--- src/sstx_params.svh ---
// constants for the s/pdif transmit subframe status generator
`ifndef SSTX_PARAMS_SVH
`define SSTX_PARAMS_SVH
// ****************************************************************
// register offsets
// ****************************************************************
`define SSTX_OFS_VALIDITY 8'h06
`define SSTX_OFS_BYTE0 8'h12
`define SSTX_OFS_CATEGORY 8'h13
`define SSTX_OFS_SRC_CHAN 8'h14
`define SSTX_OFS_RATE_ACC 8'h15
`define SSTX_OFS_WORD_LEN 8'h16
`define SSTX_OFS_FRAME_IDX 8'h40
// ****************************************************************
// reset values
// ****************************************************************
`define SSTX_RST_VALIDITY 8'h00
`define SSTX_RST_BYTE0 8'h00
`define SSTX_RST_CATEGORY 8'h00
`define SSTX_RST_SRC_CHAN 8'h00
`define SSTX_RST_RATE_ACC 8'h71
`define SSTX_RST_WORD_LEN 8'h0B
// ****************************************************************
// field positions
// ****************************************************************
`define SSTX_BIT_VAL_SUB0 5
`define SSTX_BIT_VAL_SUB1 6
`define SSTX_BIT_VAL_OVR 7
`define SSTX_BIT_DATA_SRC 6
`define SSTX_BIT_STAT_SRC 7
// ****************************************************************
// channel status block geometry, fifo depth and audio width
// ****************************************************************
`define SSTX_CS_USED 40
`define SSTX_CS_LAST_FRAME 8'd191
`define SSTX_CS_IDX_W 8
`define SSTX_FIFO_DEPTH 4
`define SSTX_AUDIO_W 24
`endif

--- src/sstx_pkg.sv ---
// types shared by the s/pdif transmit subframe status generator
package sstx_pkg;
    `include "sstx_params.svh"

    // one subframe offered by the framer
    typedef struct packed {
        logic sub;
        logic block_start;
        logic [`SSTX_AUDIO_W-1:0] rx_data;
        logic [`SSTX_AUDIO_W-1:0] aif_data;
        logic rx_v;
        logic rx_u;
        logic rx_c;
    } sstx_sub_in_t;

    // one finished subframe payload for the line coder
    typedef struct packed {
        logic sub;
        logic block_start;
        logic [`SSTX_AUDIO_W-1:0] data;
        logic v;
        logic u;
        logic c;
        logic p;
    } sstx_sub_out_t;
endpackage : sstx_pkg

--- src/sstx_status_gen.sv ---
// subframe vucp generator with transmit channel status registers
`timescale 1ns/1ns
`include "sstx_params.svh"

// ****************************************************************
// fifo
// ****************************************************************
module sstx_fifo #(
    parameter int WIDTH = 8,
    parameter int DEPTH = 4
) (
    input wire logic clk_sys_in,
    input wire logic sys_rst_in,
    input wire logic wr_valid_in,
    output logic wr_ready_out,
    input wire logic [WIDTH-1:0] wr_data_in,
    output logic rd_valid_out,
    input wire logic rd_ready_in,
    output logic [WIDTH-1:0] rd_data_out
);
    localparam int AW = (DEPTH > 1) ? $clog2(DEPTH) : 1;
    // sized to the count width so a power-of-two depth does not fold to 0
    localparam logic [AW:0] FULL = (AW+1)'(DEPTH);
    localparam logic [AW-1:0] LAST = AW'(DEPTH - 1);

    logic [WIDTH-1:0] mem_r [DEPTH];
    logic [AW-1:0] wptr_r;
    logic [AW-1:0] rptr_r;
    logic [AW:0] count_r;
    logic push;
    logic pop;

    assign wr_ready_out = (count_r != FULL);
    assign rd_valid_out = (count_r != '0);
    assign rd_data_out = mem_r[rptr_r];
    assign push = wr_valid_in && wr_ready_out;
    assign pop = rd_valid_out && rd_ready_in;

    always_ff @(posedge clk_sys_in) begin
        if (push) begin
            mem_r[wptr_r] <= wr_data_in;
        end
    end

    always_ff @(posedge clk_sys_in) begin
        if (sys_rst_in) begin
            wptr_r <= '0;
        end else if (push) begin
            wptr_r <= (wptr_r == LAST) ? '0 : wptr_r + 1'b1;
        end
    end

    always_ff @(posedge clk_sys_in) begin
        if (sys_rst_in) begin
            rptr_r <= '0;
        end else if (pop) begin
            rptr_r <= (rptr_r == LAST) ? '0 : rptr_r + 1'b1;
        end
    end

    always_ff @(posedge clk_sys_in) begin
        if (sys_rst_in) begin
            count_r <= '0;
        end else if (push && !pop) begin
            count_r <= count_r + 1'b1;
        end else if (pop && !push) begin
            count_r <= count_r - 1'b1;
        end
    end
endmodule : sstx_fifo

// ****************************************************************
// top
// ****************************************************************
module sstx_status_gen
    import sstx_pkg::*;
(
    input wire logic clk_sys_in,
    input wire logic sys_rst_in,
    input wire logic [7:0] reg_addr_in,
    input wire logic [7:0] reg_wdata_in,
    input wire logic reg_wr_in,
    input wire logic reg_rd_in,
    output logic [7:0] reg_rdata_out,
    input wire logic sub_valid_in,
    output logic sub_ready_out,
    input wire sstx_sub_in_t sub_in,
    output logic sub_valid_out,
    input wire logic sub_ready_in,
    output sstx_sub_out_t sub_out
);
    localparam int OUT_W = $bits(sstx_sub_out_t);

    // ************************************************************
    // registers
    // ************************************************************
    logic [7:0] validity_r;
    logic [7:0] byte0_r;
    logic [7:0] category_r;
    logic [7:0] src_chan_r;
    logic [7:0] rate_acc_r;
    logic [7:0] word_len_r;
    logic [`SSTX_CS_IDX_W-1:0] frame_idx_r;
    logic [`SSTX_CS_IDX_W-1:0] frame_idx_nxt;

    logic validity_override_en;
    logic validity_sub0_value;
    logic validity_sub1_value;
    logic tx_data_source_sel;
    logic tx_status_source_sel;

    assign validity_override_en = validity_r[`SSTX_BIT_VAL_OVR];
    assign validity_sub0_value = validity_r[`SSTX_BIT_VAL_SUB0];
    assign validity_sub1_value = validity_r[`SSTX_BIT_VAL_SUB1];
    assign tx_data_source_sel = rate_acc_r[`SSTX_BIT_DATA_SRC];
    assign tx_status_source_sel = rate_acc_r[`SSTX_BIT_STAT_SRC];

    function automatic logic wr_hit(input logic [7:0] ofs);
        wr_hit = reg_wr_in && (reg_addr_in == ofs);
    endfunction : wr_hit

    always_ff @(posedge clk_sys_in) begin
        if (sys_rst_in) begin
            validity_r <= `SSTX_RST_VALIDITY;
        end else if (wr_hit(`SSTX_OFS_VALIDITY)) begin
            validity_r <= reg_wdata_in;
        end
    end

    always_ff @(posedge clk_sys_in) begin
        if (sys_rst_in) begin
            byte0_r <= `SSTX_RST_BYTE0;
        end else if (wr_hit(`SSTX_OFS_BYTE0)) begin
            byte0_r <= reg_wdata_in;
        end
    end

    always_ff @(posedge clk_sys_in) begin
        if (sys_rst_in) begin
            category_r <= `SSTX_RST_CATEGORY;
        end else if (wr_hit(`SSTX_OFS_CATEGORY)) begin
            category_r <= reg_wdata_in;
        end
    end

    always_ff @(posedge clk_sys_in) begin
        if (sys_rst_in) begin
            src_chan_r <= `SSTX_RST_SRC_CHAN;
        end else if (wr_hit(`SSTX_OFS_SRC_CHAN)) begin
            src_chan_r <= reg_wdata_in;
        end
    end

    always_ff @(posedge clk_sys_in) begin
        if (sys_rst_in) begin
            rate_acc_r <= `SSTX_RST_RATE_ACC;
        end else if (wr_hit(`SSTX_OFS_RATE_ACC)) begin
            rate_acc_r <= reg_wdata_in;
        end
    end

    always_ff @(posedge clk_sys_in) begin
        if (sys_rst_in) begin
            word_len_r <= `SSTX_RST_WORD_LEN;
        end else if (wr_hit(`SSTX_OFS_WORD_LEN)) begin
            word_len_r <= reg_wdata_in;
        end
    end

    // read data registered one cycle after the strobe
    always_ff @(posedge clk_sys_in) begin
        if (sys_rst_in) begin
            reg_rdata_out <= 8'h00;
        end else if (reg_rd_in) begin
            case (reg_addr_in)
                `SSTX_OFS_VALIDITY: reg_rdata_out <= validity_r;
                `SSTX_OFS_BYTE0: reg_rdata_out <= byte0_r;
                `SSTX_OFS_CATEGORY: reg_rdata_out <= category_r;
                `SSTX_OFS_SRC_CHAN: reg_rdata_out <= src_chan_r;
                `SSTX_OFS_RATE_ACC: reg_rdata_out <= rate_acc_r;
                `SSTX_OFS_WORD_LEN: reg_rdata_out <= word_len_r;
                `SSTX_OFS_FRAME_IDX: reg_rdata_out <= frame_idx_r;
                default: reg_rdata_out <= 8'h00;
            endcase
        end
    end

    // ************************************************************
    // channel status from registers
    // ************************************************************
    // positions 30, 31 and 40 upward stay zero
    function automatic logic reg_status_bit(
        input logic [`SSTX_CS_IDX_W-1:0] idx,
        input logic sub
    );
        logic [`SSTX_CS_USED-1:0] vec;
        logic [3:0] chan;
        vec = '0;
        chan = sub ? {src_chan_r[7:6], 2'b00}
                   : {2'b00, src_chan_r[5:4]};
        vec[7:0] = byte0_r;
        vec[15:8] = category_r;
        vec[19:16] = src_chan_r[3:0];
        vec[23:20] = chan;
        vec[29:24] = rate_acc_r[5:0];
        vec[35:32] = word_len_r[3:0];
        vec[39:36] = word_len_r[7:4];
        if (idx < `SSTX_CS_IDX_W'(`SSTX_CS_USED)) begin
            reg_status_bit = vec[idx[5:0]];
        end else begin
            reg_status_bit = 1'b0;
        end
    endfunction : reg_status_bit

    // ************************************************************
    // subframe composition
    // ************************************************************
    logic push;
    logic fifo_ready;
    logic from_rx;
    logic stat_from_regs;
    logic [`SSTX_CS_IDX_W-1:0] cs_idx;
    sstx_sub_out_t entry;

    assign sub_ready_out = fifo_ready;
    assign push = sub_valid_in && fifo_ready;
    assign from_rx = !tx_data_source_sel;
    // status selection only matters with the receiver as source
    assign stat_from_regs = !from_rx || tx_status_source_sel;
    assign cs_idx = sub_in.block_start ? '0 : frame_idx_r;

    always_comb begin
        entry = '0;
        entry.sub = sub_in.sub;
        entry.block_start = sub_in.block_start;
        entry.data = from_rx ? sub_in.rx_data : sub_in.aif_data;
        if (validity_override_en) begin
            entry.v = sub_in.sub ? validity_sub1_value
                                 : validity_sub0_value;
        end else if (from_rx) begin
            entry.v = sub_in.rx_v;
        end else begin
            entry.v = 1'b0;
        end
        entry.u = (from_rx && !tx_status_source_sel) ? sub_in.rx_u
                                                     : 1'b0;
        entry.c = stat_from_regs ? reg_status_bit(cs_idx, sub_in.sub)
                                 : sub_in.rx_c;
        entry.p = ^{entry.data, entry.v, entry.u, entry.c};
    end

    // one status bit per subframe, both subframes share an index
    always_comb begin
        frame_idx_nxt = frame_idx_r;
        if (push) begin
            if (sub_in.sub) begin
                frame_idx_nxt = (cs_idx == `SSTX_CS_LAST_FRAME) ? '0
                              : cs_idx + 1'b1;
            end else begin
                frame_idx_nxt = cs_idx;
            end
        end
    end

    always_ff @(posedge clk_sys_in) begin
        if (sys_rst_in) begin
            frame_idx_r <= '0;
        end else begin
            frame_idx_r <= frame_idx_nxt;
        end
    end

    // ************************************************************
    // output buffer
    // ************************************************************
    // the line coder may stall; back-pressure reaches the framer
    logic [OUT_W-1:0] fifo_rd;

    sstx_fifo #(
        .WIDTH(OUT_W),
        .DEPTH(`SSTX_FIFO_DEPTH)
    ) u_fifo (
        .clk_sys_in(clk_sys_in),
        .sys_rst_in(sys_rst_in),
        .wr_valid_in(sub_valid_in),
        .wr_ready_out(fifo_ready),
        .wr_data_in(entry),
        .rd_valid_out(sub_valid_out),
        .rd_ready_in(sub_ready_in),
        .rd_data_out(fifo_rd)
    );

    assign sub_out = sstx_sub_out_t'(fifo_rd);
endmodule : sstx_status_gen

--- config.mk ---
export PLATFORM = sky130hd
export DESIGN_NAME = sstx_status_gen
export DESIGN_NICKNAME = d
export VERILOG_FILES = /design/src/sstx_pkg.sv /design/src/sstx_status_gen.sv
export VERILOG_INCLUDE_DIRS = /design/src /design/src/src
export SDC_FILE = /design/constraint.sdc
export NUM_CORES = 1
export LEC_CHECK = 0
export BUFFER_PORTS_ARGS = -buffer_cell sky130_fd_sc_hd__buf_2
export CAP_MARGIN = 10
export CELL_PAD_IN_SITES_DETAIL_PLACEMENT = 2
export CELL_PAD_IN_SITES_GLOBAL_PLACEMENT = 2
export CORE_MARGIN = 3
export CORE_UTILIZATION = 36
export DETAILED_ROUTE_END_ITERATION = 10
export HOLD_SLACK_MARGIN = 0.02
export PLACE_DENSITY_LB_ADDON = 0.1
export SLEW_MARGIN = 40
export SYNTH_ARGS = -nofsm -noshare
export SYNTH_HDL_FRONTEND = slang
export SYNTH_HIERARCHICAL = 1
export SYNTH_SLANG_ARGS = --single-unit
--- constraint.sdc ---
create_clock -name clk_sys_in -period 2 [get_ports clk_sys_in]
set_input_delay 0.2 -clock clk_sys_in [delete_from_list [all_inputs] [get_ports clk_sys_in]]
set_output_delay 0.2 -clock clk_sys_in [all_outputs]
set_load 0.005 [all_outputs]
Yosys cells after proc, flatten, opt, wreduce, memory -nomap -nowiden
Memories as Yosys holds them, arrays and structs flattened. A register that Yosys moved wholly into a read port is not among the register bits.
Index checks and enable logic that the tools add are counted.
- ROM bits: 0
- memories: 1
- latch bits: 0
- input bits: 75
- flip-flop bits (word level): 71
- RAM bits: 120
- order comparisons: 2
- $mul: 0
- divide/modulo/power cells: 0
- shift-type cells: 0
- multiplexer cells: 22
- add/subtract/negate cells: 5
- reduce and logical (&&, ||, !) cells: 19
- bitwise gates (word level): 0
- equal/unequal tests: 11
- memory list (memory ; words ; bits a word ; read ports ; clocked after Yosys merged registers in ; write ports ; line ; RTL):
    u_fifo.mem_r ; 4 ; 30 ; 1 ; 1 ; 1 ; sstx_status_gen.sv:26 ; logic [WIDTH-1:0] mem_r [DEPTH];
- operators with widths (kind ; number):
    case mux 8 bit (7 select lines) ; 1
    == test 8 x 5 -> 1 bit, second input constant ; 5
    XOR reduction 27 bit ; 1
    2-to-1 mux 24 bit ; 1
    2-to-1 mux 8 bit ; 3
    logical AND 1 bit ; 11
    2-to-1 mux 1 bit ; 9
    adder 8 x 1 -> 8 bit, second input constant ; 1
    == test 8 x 3 -> 1 bit, second input constant ; 1
    == test 8 x 7 -> 1 bit, second input constant ; 1
    == test 8 bit, second input constant ; 1
    less-than comparator 8 x 6 -> 1 bit, second input constant ; 1
    2-to-1 mux 2 bit ; 4
    less-than comparator 6 x 7 -> 1 bit, second input constant ; 1
    binary-select mux 1 bit (select 6 bit) ; 1
    2-to-1 mux 3 bit ; 2
    adder 2 x 1 -> 2 bit, second input constant ; 2
    == test 2 bit, second input constant ; 2
    logical NOT 1 bit ; 4
    2-to-1 mux 4 bit ; 1
    adder 3 x 1 -> 3 bit, second input constant ; 1
    != test 3 bit, second input constant ; 1
    nonzero test 3 bit ; 1
    subtractor 3 x 1 -> 3 bit, second input constant ; 1
    2 further kinds ; 2

Longest topological paths before layout
Gate-level depths: netlist of run 1.
- word-level depth: 6
- mapped depth: 10
- depth with buffers taken out: 9

Modules after synthesis
The synthesis of run 1 kept the hierarchy.
- modules (own cells, without submodules) (module ; times used ; area each (um2) ; cells an instance):
    sstx_fifo ; 1 ; 4789.6 ; 204
    sstx_status_gen ; 1 ; 4132.7 ; 472

Worst setup path after synthesis of run 1
OpenSTA, ideal clock, no wires.
- path type: register -> register
- start: reg u_fifo.count_r[0]
- end: reg u_fifo.count_r[2]
- data arrival time: 2100 ps
- buffers on the path: 0
- cell stages (with the launch flop): 8
- slack: -170 ps
- required time: 1930 ps
- setup time: 70 ps
- cells stage by stage: dfxtp_1 > o31ai_1 > ha_1 > inv_1 > fa_1 > xor2_1 > or3_2 > a21oi_1
- longest elaborated chain between the ends: 5
- RTL lines (what ; line ; RTL):
    start, declared ; sstx_status_gen.sv:29 ; logic [AW:0] count_r;
    start signal, assigned ; sstx_status_gen.sv:65 ; count_r <= count_r + 1'b1;
    start signal, assigned ; sstx_status_gen.sv:67 ; count_r <= count_r - 1'b1;
    branches (longest 5 deep; another with subtractor 3 x 1 -> 3 bit) ; - ;
Several ways; the timed one is not identified. The select of a mux whose other input is x is not followed.
A chain may end at the register's enable or synchronous reset.

==> impl_metrics.tcl, run 1 <==
set metrics [dict create \
    status "complete, but fails checks" \
    violations "setup timing" \
    worstMarginPinSlew_ns 0.566 \
    synth_warnings 6 \
    drv_slew 0 \
    critical_path_class "flop to flop" \
    timing.setup.tns_ns -1.56 \
    period_minus_slack_ns 2.20 \
    yosysUniqueCellTypes 69 \
    die_y_um 163 \
    synth_top_area_frac 0.404 \
    wirelength_mm 28.8 \
    p_clk_frac 0.321 \
    grt_pass1_wl_mm 43.7 \
    num_antenna_cells 0 \
    slew_headroom 0.622 \
    firstDrtPassIters 4 \
    first_global_vias 7220 \
    p_switching_w 0.00319 \
    irDropWorstVdd_mv 0.519 \
    synth_area_per_cell_um2 13.2 \
    combPwrFrac 0.243 \
    fin_skew_ns 0.0117 \
    drtAntennaViolNets 0 \
    wl_per_cell_um 24.1 \
    syn_area_mm2 0.00892 \
    p_per_area_mw_per_mm2 948 \
    die_x_um 163 \
    finalSetupViolations 10 \
    top_layer "met4" \
    clk_path_buf_depth 2 \
    gp_congestion 0.824 \
    hold_path.class "primary input to flop" \
    fin_ws_ns -0.201 \
    initial_core_util 0.373 \
    cts_buffers 17 \
    yosysSeqAreaShare 0.568 \
    antenna_found_initial 0 \
    grt_max_degree 49 \
    total_power_w 0.0110 \
    track_usage 0.217 \
    seq_power_share 0.436 \
    die_area_mm2 0.0267 \
    cp_max_fo 6 \
    first_iter_violations 312 \
    power.internal_w 0.00781 \
    cts.sinks 193 \
    syn_nets 759 \
    synth.area.top_cells "edfxtp_1 40%, dfxtp_1 16%, mux4_2 8.6%" \
    p_leak_nw 4.43 \
    ys.flop_type "edfxtp_1" \
    vias_per_cell 5.40 \
    post-route-period-util 1.10 \
    max_cap_violations 0 \
    area_growth_pct 30.0 \
    synth-edff-count 120 \
    met2WireLength_mm 15.1 \
    core-area_mm2 0.0239 \
    worstPathArrival_ns 2.38 \
    htree_levels 4 \
    syn_inst 676 \
    cts-root-buf "clkbuf_16" \
    end_kind "flop" \
    yosys_register_bits 193 \
    p_sw_frac 0.290 \
    synthArstFlopShare 0 \
    rows 56 \
    wl_met1_mm 12.1 \
    path_clk_slew_ns 0.08 \
    finalHoldViolCount 0 \
    fin_nets 946 \
    layout-drive-gt1-share 0.420 \
    grt-ovfl-total 0 \
    num_io_pins 115 \
    cts_tree "built" \
    cp-start-kind "flop" \
    route.detailed.drc 0 \
    clock_latency_ns 0.44 \
    hpwl_mm 19.9 \
    rsz0062_at_grt "yes" \
    fmax_ghz 0.454 \
    port_buffers 114 \
    crit_required_ns 2.17 \
    yosys-top-cells-count "120 x edfxtp_1, 73 x dfxtp_1, 59 x nor2_1" \
    num_vias 6454 \
    synth.most_common_cell "edfxtp_1" \
    routed-wl-met3_mm 1.04 \
    synth_top_area_cell "edfxtp_1" \
]
kinds of logic after synthesis:
| group | synth area share |
|---|---|
| xor+xnor | 0.0404 |
| mux | 0.184 |
| flops | 0.568 |
| buf+inv | 0.0222 |
| simple gates | 0.0942 |
| compound gates | 0.0797 |
| fa+ha+maj | 0.0121 |
registers in the layout, summed over array words and instances, names as in the netlist, named ones only:
name	count
word_len_r	8
byte0_r	8
u_fifo/wptr_r	2
category_r	8
frame_idx_r	8
reg_rdata_out	8
u_fifo/rptr_r	2
rate_acc_r	8
u_fifo/count_r	3
validity_r	8
u_fifo/mem_r	120
src_chan_r	8
layout make-up:
cell class / instances / area [um^2]
fill: 2325 / 12300
clock buffer: 17 / 425
sequential: 193 / 5090
clock inverter: 15 / 175
inverter: 8 / 30.0
timing repair buffer: 205 / 1460
tap: 319 / 399
multi-input combinational: 438 / 4020
layer usage:
metal,up-vias,track usage
li1,2923,-
met1,3364,0.274
met2,143,0.392
met3,24,0.0271
met4,0,0.0573
met5,-,0
critical path: stages (launching register included):
cell and delay, ns:
dfxtp_4 0.37, buf_4 0.17, nor2b_2 0.18, a221o_1 0.36
a22oi_1 0.28, a2111oi_2 0.10, a31oi_2 0.22, o21ai_4 0.10
xnor2_4 0.16
power by group through the flow:
| stage | Combinational (W) | Clock (W) | Sequential, W |
|---|---|---|---|
| floorplan | 0.00138 | 0 | 0.00479 |
| global placement | 0.00222 | 0 | 0.00482 |
| detailed placement | 0.00233 | 0 | 0.00487 |
| CTS | 0.00251 | 0.00360 | 0.00479 |
| global route | 0.00291 | 0.00375 | 0.00483 |
| finish | 0.00268 | 0.00353 | 0.00479 |
placed cells by master, fill, tap and decap left out, types with 8 or more instances in the layout:
cell type,synthesis,routed
dfxtp_1,73,66
buf_12,0,10
mux4_2,34,34
a22o_1,10,9
xor2_1,21,20
mux2_2,26,25
clkbuf_16,0,18
nand2_1,45,44
o22ai_1,8,8
buf_2,13,112
a21oi_1,33,30
buf_4,1,75
nor2_1,59,58
xnor2_1,15,8
mux2i_1,57,48
nor2b_1,12,10
edfxtp_1,120,120
worst paths after layout:
check                        start                  to  slack, ns  depth (start not counted)
setup / recovery    frame_idx_r[0]  u_fifo/mem_r[0][0]      -0.20                          8
hold / removal     reg_wdata_in[1]       category_r[1]       0.06                          3
setup reg to reg    frame_idx_r[0]  u_fifo/mem_r[0][0]      -0.20                          8
hold reg to reg   reg_rdata_out[0]    reg_rdata_out[0]       0.49                          2
timing repair:
action | 4_1_cts | 5_1_grt
hold buffers | 0 | 0
gates cloned | 2 | 1
setup endpoints to repair | 42 | 21
resized for setup | 46 | 32
pin swaps | 8 | 9
buffers inserted | 7 | 4
through the flow:
stage          hold WS (ns)  setup WS, ns  std cells  utilization  cell area (um^2)
6_report             0.0635        -0.201       1195        0.485             11600
5_1_grt              0.0674        -0.290       1195        0.485             11600
4_1_cts              0.0516        -0.170       1191        0.476             11400
3_5_place_dp          0.486        -0.446       1150        0.438             10500
3_3_place_gp          0.470        -0.211       1150        0.438             10500
2_1_floorplan         0.299       0.00138        676            -              8960
(Power assumes the default switching activity.)
==> inputs of run 2 (changes only) <==
Settings changed: ABC_AREA from default to 1, CORE_UTILIZATION 36 to 32.
==> run 2 against run 1 <==
Compared with the run above:
- the flow still finishes with violations (setup timing)
- critical endpoint is now u_fifo/mem_r[2][0]
- cell area up 2.2%
- maximum frequency is 4.8% higher
- final cell count increased by 39%
- total power rose by 2.8%
- largest cell class unchanged
- hold slack improved by 0.0099 ns
- clock power about the same
- clock-buffer cell count increased by 1
==> impl_metrics.tcl, run 2 <==
set metrics [dict create \
    critical_path_class "flop to flop" \
    grt_max_degree 61 \
    clock_latency_ns 0.44 \
    vias_per_cell 5.10 \
    place_ws_ns -0.202 \
    fin_skew_ns 0.0173 \
    wl_per_cell_um 20.4 \
    layout-drive-gt1-share 0.268 \
    critPathLaunch "rate_acc_r[6]" \
    synthArstFlopShare 0 \
    synth_area_per_cell_um2 8.63 \
    fmax_ghz 0.476 \
    hpwl_mm 23.7 \
    cts.sinks 193 \
    yosysSeqAreaShare 0.545 \
    htree_levels 4 \
    layout_common_cells "207 x nand2_1, 120 x edfxtp_1, 114 x buf_2" \
    synth-edff-count 120 \
    synth_top_area_cell "edfxtp_1" \
    p_switching_w 0.00378 \
    largest_reg_flops 120 \
    port_buffers 114 \
    top_register "u_fifo/mem_r" \
    hold_path.class "primary input to flop" \
    final_common_cell "nand2_1" \
    finalSetupViolations 4 \
    yosys_register_bits 193 \
    core-area_mm2 0.0282 \
    post-route-period-util 1.05 \
    die_x_um 176 \
    cts_tree "built" \
    ys.flop_type "edfxtp_1" \
    cp-start-kind "flop" \
    placed_area_mm2 0.0109 \
    dp.cells 1617 \
    gp_congestion 0.793 \
    grt_pass1_wl_mm 52.6 \
    worstMarginPinSlew_ns 0.422 \
    clk_path_buf_depth 2 \
    syn_nets 1160 \
    p_sw_frac 0.334 \
    synth_top_area_frac 0.388 \
    rsz0062_at_grt "yes" \
    firstDrtPassIters 5 \
    synth.most_common_cell "nand2_1" \
    die_area_mm2 0.0311 \
    fin_nets 1348 \
    reg2reg_slack_ns -0.1 \
    violations "setup timing" \
    combPwrFrac 0.268 \
    die_y_um 176 \
    finalHoldViolCount 0 \
    syn_inst 1077 \
    yosys-top-cells-count "243 x nand2_1, 120 x edfxtp_1, 117 x inv_1" \
    p_per_area_mw_per_mm2 953 \
    track_usage 0.219 \
    num_io_pins 115 \
    syn_area_mm2 0.00929 \
    yosysUniqueCellTypes 43 \
    cts_hold_buf 0 \
    cts-root-buf "clkbuf_16" \
    p_leak_nw 4.91 \
    route.detailed.drc 0 \
    period_minus_slack_ns 2.10 \
    cp_max_fo 10 \
    reg2reg_to "u_fifo/mem_r[2][0]" \
    fin_cells 1656 \
    crit_required_ns 2.18 \
    first_iter_violations 369 \
    p_clk_frac 0.311 \
    end_kind "flop" \
    first_global_vias 9286 \
    cts_buffers 17 \
    initial_core_util 0.329 \
    slew_headroom 0.718 \
    design_area_mm2 0.0119 \
    cp-endpoint "u_fifo/mem_r[2][0]" \
    synth.area.top_cells "edfxtp_1 39%, dfxtp_1 16%, nand2_1 9.8%" \
    path_clk_slew_ns 0.08 \
    reg2reg_depth 16 \
    synth_warnings 6 \
    worstReg2RegStart "rate_acc_r[6]" \
    grt-ovfl-total 0 \
    status "complete, but fails checks" \
    antenna_found_initial 0 \
    max_cap_violations 0 \
    fin_ws_ns -0.0994 \
    seq_power_share 0.421 \
    area_growth_pct 27.6 \
    num_antenna_cells 0 \
    power.internal_w 0.00753 \
    irDropWorstVdd_mv 0.524 \
    drv_slew 0 \
    num_vias 8451 \
    worstPathArrival_ns 2.28 \
    holdWs_ns 0.0734 \
    rows 61 \
    wirelength_mm 33.7 \
    drtAntennaViolNets 0 \
]
[run 2: cells by family (layout without fill, tap and decap cells)]
kind of cell | count (synthesis) | after routing | synth area share
buffers and inverters | 169 | 370 | 0.0859
and+or+nand+nor | 428 | 428 | 0.191
xor gates and xnor gates | 4 | 4 | 0.00377
AOI/OAI and AO/OA | 275 | 275 | 0.162
DFF | 193 | 193 | 0.545
adders and majority gates | 8 | 8 | 0.0116
[run 2: layout make-up]
| cell class | count | area, um^2 |
|---|---|---|
| timing repair buffer | 210 | 1570 |
| sequential | 193 | 5080 |
| multi-input combinational | 715 | 3650 |
| fill | 3199 | 16400 |
| tap | 378 | 473 |
| clock buffer | 18 | 429 |
| inverter | 128 | 498 |
| clock inverter | 14 | 161 |
[run 2: worst min-delay path by stage]
stage	startpoint	endpoint	slack, ns	cells after the start
2_1_floorplan	sys_rst_in	u_fifo/count_r[0]	0.27	1
3_3_place_gp	validity_r[4]	validity_r[4]	0.45	2
3_5_place_dp	validity_r[4]	validity_r[4]	0.46	2
4_1_cts	reg_wdata_in[1]	word_len_r[1]	0.05	3
5_1_grt	reg_wdata_in[1]	word_len_r[1]	0.08	3
6_report	reg_wdata_in[1]	word_len_r[1]	0.07	3
[run 2: repair_timing]
action | CTS | global route
buffers inserted | 2 | 1
pin swaps | 7 | 9
cloned | 4 | 0
endpoints found under the setup margin | 6 | 21
resized for setup | 46 | 38
[run 2: layer usage]
layer,wire length (um),vias up,track usage
met1,14100,4264,0.259
met3,850,34,0.0275
li1,-,4029,-
met4,582,0,0.0619
met5,0,-,0
met2,18100,124,0.412
[run 2: metrics by stage]
| stage | TNS, ns | util | power (W) |
|---|---|---|---|
| 5_1_grt | -1.05 | 0.420 | 0.0119 |
| 3_3_place_gp | -0.341 | 0.385 | 0.00768 |
| 3_5_place_dp | -0.811 | 0.385 | 0.00783 |
| 2_1_floorplan | -41.57 | - | 0.00651 |
| 6_report | -0.384 | 0.420 | 0.0113 |
| 4_1_cts | -0.294 | 0.416 | 0.0114 |
[run 2: power by group through the flow]
| stage | Sequential, W | Combinational (W) | Clock, W |
|---|---|---|---|
| 2_1_floorplan | 0.00478 | 0.00173 | 0 |
| 3_3_place_gp | 0.00482 | 0.00286 | 0 |
| 3_5_place_dp | 0.00484 | 0.00298 | 0 |
| 4_1_cts | 0.00475 | 0.00303 | 0.00358 |
| 5_1_grt | 0.00480 | 0.00339 | 0.00374 |
| 6_report | 0.00476 | 0.00303 | 0.00352 |
[run 2: worst max-delay path, stage by stage (launching register included)]
cell	delay, ns
dfxtp_4	0.39
buf_12	0.16
buf_12	0.13
nand2_1	0.09
nand4_1	0.17
nand2_1	0.10
nand3_1	0.09
nand2_1	0.07
nand2_1	0.06
nand2_2	0.07
inv_1	0.05
nand2_2	0.06
nand2_1	0.05
nand2_1	0.07
nand2_2	0.09
nor2_4	0.13
nor2_4	0.06
